<file path="src/logic/smc_pkg.sv">
// Package of the standby mode controller: register layout, states and
// carrier structs.
// Assumes a single 20 MHz system clock and an 8-bit register port.
package smc_pkg;

    // Standby control register location and fields.
    localparam logic [3:0] ADDR_STANDBY_CONTROL = 4'h0;
    localparam logic [3:0] ADDR_STATUS = 4'h1;
    localparam int BIT_STOP_REQ = 7;
    localparam int BIT_SLEEP_REQ = 6;
    localparam int BIT_PIN_FLOAT = 5;
    localparam int BIT_SOFT_RESET = 4;
    localparam int BIT_WATCH_REQ = 3;
    localparam logic PIN_FLOAT_RESET = 1'b0;
    localparam logic [2:0] UNUSED_READ = 3'h0;

    // Interrupt levels: a request wakes when its level is above 2'b11
    // in the priority sense, which means numerically below it.
    localparam logic [1:0] LEVEL_WAKE_LIMIT = 2'h3;

    // Clock and timing.
    localparam int CLK_MHZ = 20;
    localparam int INSTR_CYCLE_NS = 200;
    localparam int CLK_PERIOD_NS = 1000 / CLK_MHZ;
    localparam int SOFT_RESET_CYCLES = 4 * INSTR_CYCLE_NS / CLK_PERIOD_NS;
    localparam int SRST_CNT_W = 6;

    typedef enum logic [2:0] {
        ST_MAIN_RUN = 3'b000,
        ST_SUB_RUN = 3'b001,
        ST_SLEEP = 3'b010,
        ST_STOP = 3'b011,
        ST_WATCH = 3'b100,
        ST_OSC_WAIT = 3'b101,
        ST_RESET_WAIT = 3'b110
    } smc_state_t;

    // Wake sources presented by the interrupt logic.
    typedef struct packed {
        logic periphReq;
        logic [1:0] periphLevel;
        logic extReq;
        logic [1:0] extLevel;
        logic watchReq;
        logic [1:0] watchLevel;
    } smc_wake_t;

    // Clock and power gating outputs.
    typedef struct packed {
        logic cpuClkEn;
        logic periphClkEn;
        logic watchdogClkEn;
        logic timebaseClkEn;
        logic mainOscEn;
        logic subOscEn;
        logic watchPrescalerEn;
        logic watchIrqAllow;
        logic extIrqEn;
    } smc_gate_t;

endpackage : smc_pkg

</file>
<file path="src/logic/standby_mode_controller.sv">
// Standby mode controller: sleep, stop and watch modes, pin float,
// software reset.
// Assumes the CPU register port and interrupt requests are synchronous
// to clk_sys; oscillator ready strobes come from timebase and prescaler.
//
// Function
// - Sleep stops CPU clock, peripherals run
// - Sub sleep stops timebase timer
// - Sleep write ignored while interrupt pending
// - Reset or level wake ends sleep
// - Interrupt wake resumes normal handling
// - Reset waits oscillator, pins reset
// - Main stop keeps subclock, watch prescaler, externals
// - Sub stop keeps only external interrupts
// - Stop write enters stop, pin float
// - Stop write ignored while pending
// - Only reset or external interrupt ends stop
// - Stop wake waits oscillator stabilization
// - Watch write accepted only in subclock
// - Watch keeps prescaler, externals, pin float
// - Watch write ignored while pending
// - Reset, watch or external ends watch
// - Request bits 7,6,3 read zero
// - Pin float bit 5, reset zero
// - Bit 4 zero gives software reset
// - Sub software reset waits main oscillator
// - Bits 2..0 unused, writes ignored
// - Priority stop, then watch, then sleep
// - Wait ends on timebase or prescaler
`timescale 1ns/1ps

module standby_mode_controller (
    // Clock and reset
    input wire logic clk_sys,
    input wire logic reset,
    // Register port
    input wire logic [3:0] regAddr,
    input wire logic [7:0] regWdata,
    input wire logic regWrite,
    input wire logic regRead,
    output logic [7:0] regRdata,
    // Clock mode and wake sources
    input wire logic systemClockSourceSelect,
    input wire logic irqPending,
    input wire smc_pkg::smc_wake_t wake,
    input wire logic timebaseReady,
    input wire logic watchPrescalerReady,
    input wire logic pullUpSelect,
    // Gating and status
    output smc_pkg::smc_gate_t gate,
    output logic pinHold,
    output logic pinFloat,
    output logic pinPullHigh,
    output logic internalReset,
    output logic wakeResume,
    output smc_pkg::smc_state_t modeState
);

    ////////////////////////////////////////////////////////////////////////
    // Register decode

    smc_pkg::smc_state_t state_q;
    smc_pkg::smc_state_t state_d;
    logic pinFloat_q;
    logic fromSub_q;
    logic wakeIrq_q;

    wire logic wrCtl = regWrite && (regAddr == smc_pkg::ADDR_STANDBY_CONTROL);
    wire logic inRun = (state_q == smc_pkg::ST_MAIN_RUN) ||
        (state_q == smc_pkg::ST_SUB_RUN);
    wire logic subMode = (state_q == smc_pkg::ST_SUB_RUN);
    // A pending request blocks entry; the request is simply dropped.
    wire logic entryOk = wrCtl && inRun && !irqPending;
    wire logic reqStop = entryOk && regWdata[smc_pkg::BIT_STOP_REQ];
    wire logic reqWatch = entryOk && regWdata[smc_pkg::BIT_WATCH_REQ]
        && !systemClockSourceSelect && subMode;
    wire logic reqSleep = entryOk && regWdata[smc_pkg::BIT_SLEEP_REQ];
    wire logic softTrig = wrCtl && inRun &&
        !regWdata[smc_pkg::BIT_SOFT_RESET];

    // Wake qualification: level 2'b11 is the lowest and never wakes.
    wire logic wakePeriph = wake.periphReq &&
        (wake.periphLevel != smc_pkg::LEVEL_WAKE_LIMIT);
    wire logic wakeExt = wake.extReq &&
        (wake.extLevel != smc_pkg::LEVEL_WAKE_LIMIT);
    wire logic wakeWatch = wake.watchReq &&
        (wake.watchLevel != smc_pkg::LEVEL_WAKE_LIMIT);
    wire logic wakeSleep = wakePeriph || wakeExt || wakeWatch;
    wire logic wakeStop = wakeExt;
    wire logic wakeWatchMode = wakeWatch || wakeExt;
    wire logic oscReady = fromSub_q ? watchPrescalerReady
        : timebaseReady;

    ////////////////////////////////////////////////////////////////////////
    // Mode state machine

    wire logic softHold;
    logic softActive;

    always_comb begin
        state_d = state_q;
        case (state_q)
            smc_pkg::ST_MAIN_RUN, smc_pkg::ST_SUB_RUN: begin
                // The run state follows the clock source select level.
                // Oscillator settling on a sub-to-main switch is left to
                // the clock-mode logic outside this block.
                if (subMode == systemClockSourceSelect) begin
                    state_d = subMode ? smc_pkg::ST_MAIN_RUN
                        : smc_pkg::ST_SUB_RUN;
                end
                if (reqStop) begin
                    state_d = smc_pkg::ST_STOP;
                end else if (reqWatch) begin
                    state_d = smc_pkg::ST_WATCH;
                end else if (reqSleep) begin
                    state_d = smc_pkg::ST_SLEEP;
                end
                if (softTrig && subMode) begin
                    state_d = smc_pkg::ST_RESET_WAIT;
                end
            end
            smc_pkg::ST_SLEEP: begin
                if (wakeSleep) begin
                    state_d = fromSub_q ? smc_pkg::ST_SUB_RUN
                        : smc_pkg::ST_MAIN_RUN;
                end
            end
            smc_pkg::ST_STOP: begin
                if (wakeStop) begin
                    state_d = smc_pkg::ST_OSC_WAIT;
                end
            end
            smc_pkg::ST_WATCH: begin
                if (wakeWatchMode) begin
                    state_d = smc_pkg::ST_SUB_RUN;
                end
            end
            smc_pkg::ST_OSC_WAIT: begin
                if (oscReady) begin
                    state_d = fromSub_q ? smc_pkg::ST_SUB_RUN
                        : smc_pkg::ST_MAIN_RUN;
                end
            end
            smc_pkg::ST_RESET_WAIT: begin
                if (timebaseReady) begin
                    state_d = smc_pkg::ST_MAIN_RUN;
                end
            end
            default: begin
                state_d = smc_pkg::ST_MAIN_RUN;
            end
        endcase
    end

    // Reset from sub sleep, stop or watch would need the main oscillator,
    // so asynchronous reset loads the wait state directly, instead of the
    // main-run default; the timebase strobe then releases the core.
    always_ff @(posedge clk_sys or posedge reset) begin
        if (reset) begin
            state_q <= smc_pkg::ST_RESET_WAIT;
        end else begin
            state_q <= state_d;
        end
    end

    // Clock mode remembered at entry for the wake path and wait source.
    always_ff @(posedge clk_sys or posedge reset) begin
        if (reset) begin
            fromSub_q <= 1'b0;
        end else if (inRun) begin
            fromSub_q <= subMode;
        end
    end

    always_ff @(posedge clk_sys or posedge reset) begin
        if (reset) begin
            pinFloat_q <= smc_pkg::PIN_FLOAT_RESET;
        end else if (wrCtl) begin
            pinFloat_q <= regWdata[smc_pkg::BIT_PIN_FLOAT];
        end
    end

    ////////////////////////////////////////////////////////////////////////
    // Software reset

    assign softHold = (state_q == smc_pkg::ST_RESET_WAIT);

    smc_soft_reset u_soft_reset (
        .clk_sys(clk_sys),
        .reset(reset),
        .trigger(softTrig),
        .holdOn(softHold),
        .softResetActive(softActive)
    );

    ////////////////////////////////////////////////////////////////////////
    // Gate decode

    wire logic isSleep = (state_q == smc_pkg::ST_SLEEP);
    wire logic isStop = (state_q == smc_pkg::ST_STOP);
    wire logic isWatch = (state_q == smc_pkg::ST_WATCH);
    wire logic lowPin = isStop || isWatch;
    smc_pkg::smc_gate_t gate_d;

    always_comb begin
        gate_d.cpuClkEn = inRun;
        gate_d.watchdogClkEn = inRun;
        gate_d.periphClkEn = inRun || isSleep;
        gate_d.mainOscEn = !fromSub_q && !isStop && !isWatch;
        gate_d.timebaseClkEn = gate_d.mainOscEn;
        gate_d.subOscEn = !(isStop && fromSub_q);
        gate_d.watchPrescalerEn = gate_d.subOscEn;
        gate_d.watchIrqAllow = !isStop;
        gate_d.extIrqEn = 1'b1;
    end

    ////////////////////////////////////////////////////////////////////////
    // Outputs and read data

    wire logic [7:0] ctlRead = {1'b0, 1'b0, pinFloat_q, 1'b1, 1'b0,
        smc_pkg::UNUSED_READ};
    wire logic [7:0] statRead = {5'h00, state_q};
    wire logic [7:0] rdSel = (regAddr == smc_pkg::ADDR_STANDBY_CONTROL)
        ? ctlRead
        : (regAddr == smc_pkg::ADDR_STATUS) ? statRead : 8'h00;
    wire logic leaving = !inRun && (state_d == smc_pkg::ST_MAIN_RUN ||
        state_d == smc_pkg::ST_SUB_RUN) &&
        (state_q != smc_pkg::ST_RESET_WAIT);

    always_ff @(posedge clk_sys or posedge reset) begin
        if (reset) begin
            regRdata <= 8'h00;
            gate <= '0;
            pinHold <= 1'b0;
            pinFloat <= 1'b0;
            pinPullHigh <= 1'b0;
            internalReset <= 1'b1;
            wakeResume <= 1'b0;
            modeState <= smc_pkg::ST_RESET_WAIT;
        end else begin
            regRdata <= regRead ? rdSel : 8'h00;
            gate <= gate_d;
            pinHold <= lowPin && !pinFloat_q;
            pinFloat <= lowPin && pinFloat_q && !pullUpSelect;
            pinPullHigh <= lowPin && pinFloat_q && pullUpSelect;
            internalReset <= softActive || softHold;
            wakeResume <= leaving;
            modeState <= state_q;
        end
    end

endmodule : standby_mode_controller

</file>
<file path="src/logic/smc_soft_reset.sv">
// Software reset pulse stretcher for the standby mode controller.
// Assumes the trigger is a one-cycle pulse on clk_sys.
`timescale 1ns/1ps

module smc_soft_reset (
    // Clock and reset
    input wire logic clk_sys,
    input wire logic reset,
    // Control
    input wire logic trigger,
    input wire logic holdOn,
    // Result
    output logic softResetActive
);

    logic [smc_pkg::SRST_CNT_W-1:0] count_q;
    logic [smc_pkg::SRST_CNT_W-1:0] count_d;
    wire logic counting;
    localparam logic [smc_pkg::SRST_CNT_W-1:0] LOAD =
        smc_pkg::SRST_CNT_W'(smc_pkg::SOFT_RESET_CYCLES);

    assign counting = (count_q != '0);
    assign count_d = trigger ? LOAD :
        (counting ? count_q - 1'b1 : count_q);

    always_ff @(posedge clk_sys or posedge reset) begin
        if (reset) begin
            count_q <= '0;
            softResetActive <= 1'b0;
        end else begin
            count_q <= count_d;
            // Reset stays asserted through a pending oscillator wait.
            softResetActive <= trigger | (count_d != '0) | holdOn;
        end
    end

endmodule : smc_soft_reset

</file>
<file path="config.mk">
export PLATFORM = sky130hd
export DESIGN_NAME = standby_mode_controller
export DESIGN_NICKNAME = d
export VERILOG_FILES = /design/src/logic/smc_pkg.sv /design/src/logic/standby_mode_controller.sv /design/src/logic/smc_soft_reset.sv
export SDC_FILE = /design/constraint.sdc
export NUM_CORES = 1
export LEC_CHECK = 0
export BUFFER_PORTS_ARGS = -buffer_cell sky130_fd_sc_hd__buf_4
export CORE_ASPECT_RATIO = 0.9
export CORE_UTILIZATION = 44
export CTS_CLUSTER_DIAMETER = 100
export DETAILED_ROUTE_END_ITERATION = 6
export GPL_TIMING_DRIVEN = 0
export PLACE_DENSITY = 0.84
export SYNTH_ARGS = -nofsm -noshare
export SYNTH_HDL_FRONTEND = slang
export SYNTH_SLANG_ARGS = --single-unit
</file>
<file path="constraint.sdc">
create_clock -name clk_sys -period 2 [get_ports clk_sys]
set_input_delay 0.2 -clock clk_sys [delete_from_list [all_inputs] [get_ports clk_sys]]
set_output_delay 0.2 -clock clk_sys [all_outputs]
set_load 0.03 [all_outputs]
</file>
==> flow_summary.yaml, run 1 <==
global_route:
  grt_max_degree: 32
  grt_pass1_vias: 1226
  grt_pass1_wl_um: 5550
  track_usage_pct: 20.1
  antenna_found_initial: 0
  grt_overflow: 0
flow_run:
  max-cap-violations: 0
timing:
  tightestPinTransition_ps: 1090
  setup_tns_ps: 0
  setup_violations: 0
  relSlewSlack_pct: 27.0
  max_freq_mhz: 525
  hold_violations: 0
  finalMaxSlewViolations: 0
  period_needed_ps: 1900
  timing.final.ws_setup_ps: 96.5
  rsz0062_at_grt: "no"
  fin_crit_sh_pct: 95.2
  fin_skew_ps: 9.15
  timing.hold.ws_ps: 85.3
floorplanning:
  die_area_mm2: 0.00364
  die_w_um: 63.4
  die_h_um: 57.3
  ioPinCount: 55
  core_area_mm2: 0.00314
  initial_utilization_pct: 47.6
  core.rowCount: 19
yosys:
  yosysWarnings: 0
  post-synth-top-count-cell: "dfrtp_1"
  syn_inst: 149
  ys_seq_area_share_pct: 52.3
  synth_cell_types: 49
  synth_edf_count: 0
  ys_seq_elements: 31
  ys.flop_type: "dfrtp_1"
  synth.area.top_cells: "dfrtp_1 (44%), dfstp_2 (8.8%), nor2_1 (5.0%)"
  synthArstFlopShare_pct: 100
  netlist_area_mm2: 0.00150
  yosysTopAreaCell: "dfrtp_1"
  synth.avg_cell_area_um2: 10.0
  synth_top_area_share_pct: 43.5
  yosys-top-cells-count: "dfrtp_1 (26), nor2_1 (20), inv_1 (11), nand2_1 (10), a21oi_1 (7)"
placement:
  hpwlAfterDp_um: 2490
  preCtsSetupSlack_ps: 3.03
  finalWeightedCongestion: 0.853
  io_buffers: 48
  dpl_cell_area_mm2: 0.00192
layout:
  sequential_cell_area_um2: 782
  fin_area_mm2: 0.00204
  layout-drive-gt1-share_pct: 37.8
  diodes: 0
  fill_cells: 274
  multiInputGateArea_um2: 636
  utilization_pct: 65.0
  finalNetCount: 240
  area_growth_pct: 36.4
outcome:
  status: "finished, final reports clean"
critical_path:
  cp-end-kind: "register"
  cp.required_ps: 2160
  r2r_cells: 5
  cp-start-kind: "register"
  crit_type: "reg2reg"
  crit_fanout: 11
  cp.arrival_ps: 2060
min_path:
  holdCritPathClass: "in2reg"
  whs_path_depth: 2
clock_network:
  cts_buffer_depth: 2
  clk_latency_ps: 280
  ctsHoldBuffers: 0
  clkSlewWorstSetupHoldPaths_ps: 60
  root_buffer: "clkbuf_8"
  cts_tree: "built"
  cts_sinks: 31
  cts_htree_levels: 2
  cts_buffers: 5
routing:
  wl_per_cell_um: 13.1
  ant_nets: 0
  viasPerCell: 5.20
  drt_iter0_markers: 90
  drt_wl_total_um: 3300
  vias: 1305
  first_pass_iters: 4
  route.detailed.drc: 0
power:
  powerDensity_mw_per_mm2: 1130
  max-vdd-ir-drop_v: 0.000614
  leakage_nw: 0.970
[state kept, by name, indices dropped and copies added (netlist names)]
signal and count:
modeState 3, internalReset 1, u_soft_reset.count_q 6, pinPullHigh 1
u_soft_reset.softResetActive 1, pinFloat_q 1, wakeResume 1, gate 6
pinFloat 1, state_q 3, fromSub_q 1, pinHold 1
regRdata 5
[layout by cell type, fill, tap and decap left out, types with 2 or more instances in the layout]
master,Yosys,routed
clkbuf_1,1,2
nor3_1,5,5
dfrtp_1,26,26
buf_4,6,57
nor3_4,1,2
nor2_1,20,20
a21oi_1,7,7
nand3_1,5,4
clkbuf_8,0,6
or3_1,2,2
a21boi_0,2,2
o22ai_1,4,4
o211ai_1,2,2
xnor2_1,3,3
nand2b_1,3,3
nand2_1,10,10
o21ai_0,3,3
inv_1,11,11
conb_1,2,4
ha_1,2,2
dfstp_2,5,5
[routing by layer]
layer | share of wire, % | wire [µm] | up-vias | GRT usage [%]
met5 | 0 | 0 | - | 0
met4 | 1.2 | 38 | 0 | 7.79
met3 | 7.3 | 242 | 5 | 4.40
met2 | 49 | 1600 | 69 | 32.7
met1 | 43 | 1410 | 604 | 26.4
li1 | - | - | 627 | -
[through the flow]
step                total power, mW  cells
finish                         2.30    251
global route                   2.46    251
CTS                            2.30    251
detailed placement             1.79    241
global placement               1.76    241
floorplan                      1.52    151
[cell families (layout without fill, tap and decap cells)]
family / after synthesis / count (layout) / share of synthesized area (%)
AOI/OAI and AO/OA: 31 / 31 / 14.4
xor gates and xnor gates: 4 / 4 / 2.34
adders and majority gates: 2 / 2 / 1.67
buffers and inverters: 20 / 78 / 7.11
DFF: 31 / 31 / 52.3
muxes: 2 / 2 / 1.51
other: 2 / 4 / 0.502
and+or+nand+nor: 57 / 57 / 20.2
[critical path, stage by stage (launching register included)]
cell      delay, ps
dfstp_2         430
or4b_4          550
nor3_4          240
mux2_4          320
o211ai_1        170
nand2_1          70
[final timing paths]
kind | from | to | slack [ps]
setup reg to reg | state_q[1] | state_q[0] | 100
min in group asynchronous | reset | wakeResume | 210
setup / recovery | state_q[1] | state_q[0] | 100
hold / removal | pullUpSelect | pinFloat | 90
hold reg to reg | state_q[2] | modeState[2] | 400
max in group asynchronous | reset | u_soft_reset.softResetActive | 1130
[where the power goes]
part           leakage, nW  total, mW  switching (mW)  internal, mW
clock network       0.0482      0.495           0.218         0.277
registers            0.363      0.911           0.132         0.779
logic                0.559      0.893           0.502         0.391
[layout make-up]
cell class / count / share of cell area [%]
tap: 42 / 2.58
clock buffer: 7 / 4.23
buffer: 8 / 2.64
timing repair buffer: 51 / 18.8
multi-input combinational: 100 / 31.2
inverter: 11 / 2.02
clock inverter: 1 / 0.245
sequential: 31 / 38.3
[repair_timing]
item / in CTS / in global routing
resized for setup: 1 / 3
endpoints found under the setup margin: 2 / 3
pin swaps: 1 / 4
endpoints found under the hold margin: 0 / 0
setup buffers: 2 / 1
Note: power is estimated with default switching activity, not from simulation.
==> run 2, diff against run 1 <==
--- a/config.mk
+++ b/config.mk
@@ -7,6 +7,7 @@
 export LEC_CHECK = 0
 export BUFFER_PORTS_ARGS = -buffer_cell sky130_fd_sc_hd__buf_4
 export CORE_ASPECT_RATIO = 0.9
+export CORE_MARGIN = 3
 export CORE_UTILIZATION = 44
 export CTS_CLUSTER_DIAMETER = 100
 export DETAILED_ROUTE_END_ITERATION = 6
==> run 2 against run 1 <==
  * Worst hold slack lost 19 ps
  * Critical path depth increased by 1
  * Register-to-register slack got worse by 70 ps
  * Count of clock-buffer cells in the layout is 1 lower
  * Maximum frequency fell by 3.3%
  * Sequential share of layout area decreased by 0.81 points
  * Final area up 2.1%
  * Sequential power is essentially flat
  * Setup slack lost 66 ps
  * Global-route usage is 1.4 points lower
  * Total power is 6.5% higher
  * Critical path type unchanged
  * Highest routed layer unchanged
==> flow_summary.yaml, run 2 (same netlist as run 1, synthesis figures left out) <==
critical_path:
  startpoint: "state_q[1]"
  crit_chain: "buf_6, or4b_4, nor3_4, mux2_4, o211ai_1, nand2_1"
  crit_type: "reg2reg"
  cp.required_ps: 2160
  cp-start-kind: "register"
  r2r_start: "state_q[1]"
  r2r_cells: 6
  crit_fanout: 10
  cp.arrival_ps: 2130
  cpMaxStageDelayCell: "or4b_4"
  regToRegEndpoint: "state_q[0]"
  r2r_slack_ps: 30
  cp-end-kind: "register"
  cpPeakStageDelay_ps: 530
power:
  leakage_nw: 0.991
  max-vdd-ir-drop_v: 0.000492
  fin_total_pwr_mw: 2.45
  powerDensity_mw_per_mm2: 1170
layout:
  diodes: 0
  final_common_cell: "buf_4"
  area_growth_pct: 39.3
  final-instance-count-excl-fill: 253
  reg.largest.list: "gate (6), u_soft_reset.count_q (6), regRdata (5)"
  fill_cells: 273
  final_cell_mix: "buf_4 (58), dfrtp_1 (26), nor2_1 (20), inv_1 (11), nand2_1 (10)"
  multiInputGateArea_um2: 634
  finalNetCount: 242
  sequential_cell_area_um2: 782
  utilization_pct: 65.9
  layout-drive-gt1-share_pct: 38.9
timing:
  fin_skew_ps: 6.62
  timing.hold.ws_ps: 66.1
  finalMaxSlewViolations: 0
  fin_crit_sh_pct: 98.5
  hold_violations: 0
  setup_violations: 0
  rsz0062_at_grt: "yes"
  relSlewSlack_pct: 25.7
  setup_tns_ps: 0
  tightestPinTransition_ps: 1110
  max_freq_mhz: 508
  period_needed_ps: 1970
clock_network:
  cts_htree_levels: 2
  cts_buffer_depth: 2
  cts_tree: "built"
  cts_sinks: 31
  clkSlewWorstSetupHoldPaths_ps: 70
  cts_buffers: 5
  clk_latency_ps: 280
  root_buffer: "clkbuf_8"
  ctsHoldBuffers: 0
routing:
  route.detailed.drc: 0
  vias: 1331
  drt_wl_total_um: 3530
  ant_nets: 0
  drt_iter0_markers: 94
  first_pass_iters: 4
  wl_per_cell_um: 13.9
  viasPerCell: 5.26
placement:
  io_buffers: 48
  place_inst: 241
  finalWeightedCongestion: 0.916
  hpwlAfterDp_um: 2520
floorplanning:
  die_area_mm2: 0.00413
  core.rowCount: 19
  die_h_um: 61.3
  core_area_mm2: 0.00316
  ioPinCount: 55
  initial_utilization_pct: 47.3
  die_w_um: 67.4
global_route:
  grtUsageMet2_pct: 30.4
  grt_pass1_vias: 1317
  grt_pass1_wl_um: 5710
  grt_max_degree: 32
  grt_overflow: 0
  use_met1_pct: 24.4
  busiest_layer: "met2"
  grtUsageMet3_pct: 4.38
  track_usage_pct: 18.7
  antenna_found_initial: 0
min_path:
  whs_path_depth: 2
  holdCritPathClass: "in2reg"
  hp-start: "pullUpSelect"
  min_to: "pinFloat"
outcome:
  status: "finished, final reports clean"
flow_run:
  max-cap-violations: 0
## run 2: routing by layer
layer / part of all wire [%] / vias up
li1: - / 632
met1: 43 / 610
met2: 47 / 79
met3: 8.5 / 10
met4: 1.9 / 0
met5: 0 / -
## run 2: where the power goes
group,switching [mW],internal (mW)
Combinational,0.514,0.391
Clock,0.232,0.403
Sequential,0.130,0.778
Total,0.876,1.57
## run 2: critical path, delay by kind of cell (launching register included)
kind | cells | cell delay (ps)
AND/OR/NAND/NOR | 3 | 830
flip-flops | 1 | 380
multiplexers | 1 | 320
AO/OA/AOI/OAI | 1 | 200
buffers and inverters | 1 | 130
## run 2: worst max path at each step
| stage | end | slack, ps | cells after the start |
|---|---|---|---|
| 6_report | state_q[0] | 30 | 6 |
| 5_1_grt | state_q[0] | -60 | 6 |
| 4_1_cts | state_q[0] | 20 | 6 |
| 3_5_place_dp | state_q[0] | 10 | 6 |
| 3_3_place_gp | u_soft_reset.softResetActive | 50 | 6 |
| 2_1_floorplan | state_q[0] | 110 | 6 |
## run 2: final cells by class
class | count | area share, %
Buffer | 9 | 3.12
Inverter | 11 | 1.98
Tap cell | 42 | 2.52
Sequential cell | 31 | 37.5
Timing Repair Buffer | 52 | 18.7
Multi-Input combinational cell | 100 | 30.5
Clock buffer | 6 | 3.96
Clock inverter | 2 | 1.68
## run 2: repair_timing
action,CTS,global route
gates resized for setup,1,3
buffers inserted,1,3
endpoints found under the setup margin,2,3
pin swaps,2,3
## run 2: metrics by stage
| step | setup WS, ps | instance area, µm² |
|---|---|---|
| 3_3_place_gp | 49.3 | 1920 |
| 6_report | 30.9 | 2080 |
| 5_1_grt | -64.7 | 2080 |
| 4_1_cts | 17.4 | 2050 |
| 3_5_place_dp | 9.85 | 1920 |
| 2_1_floorplan | 112 | 1500 |
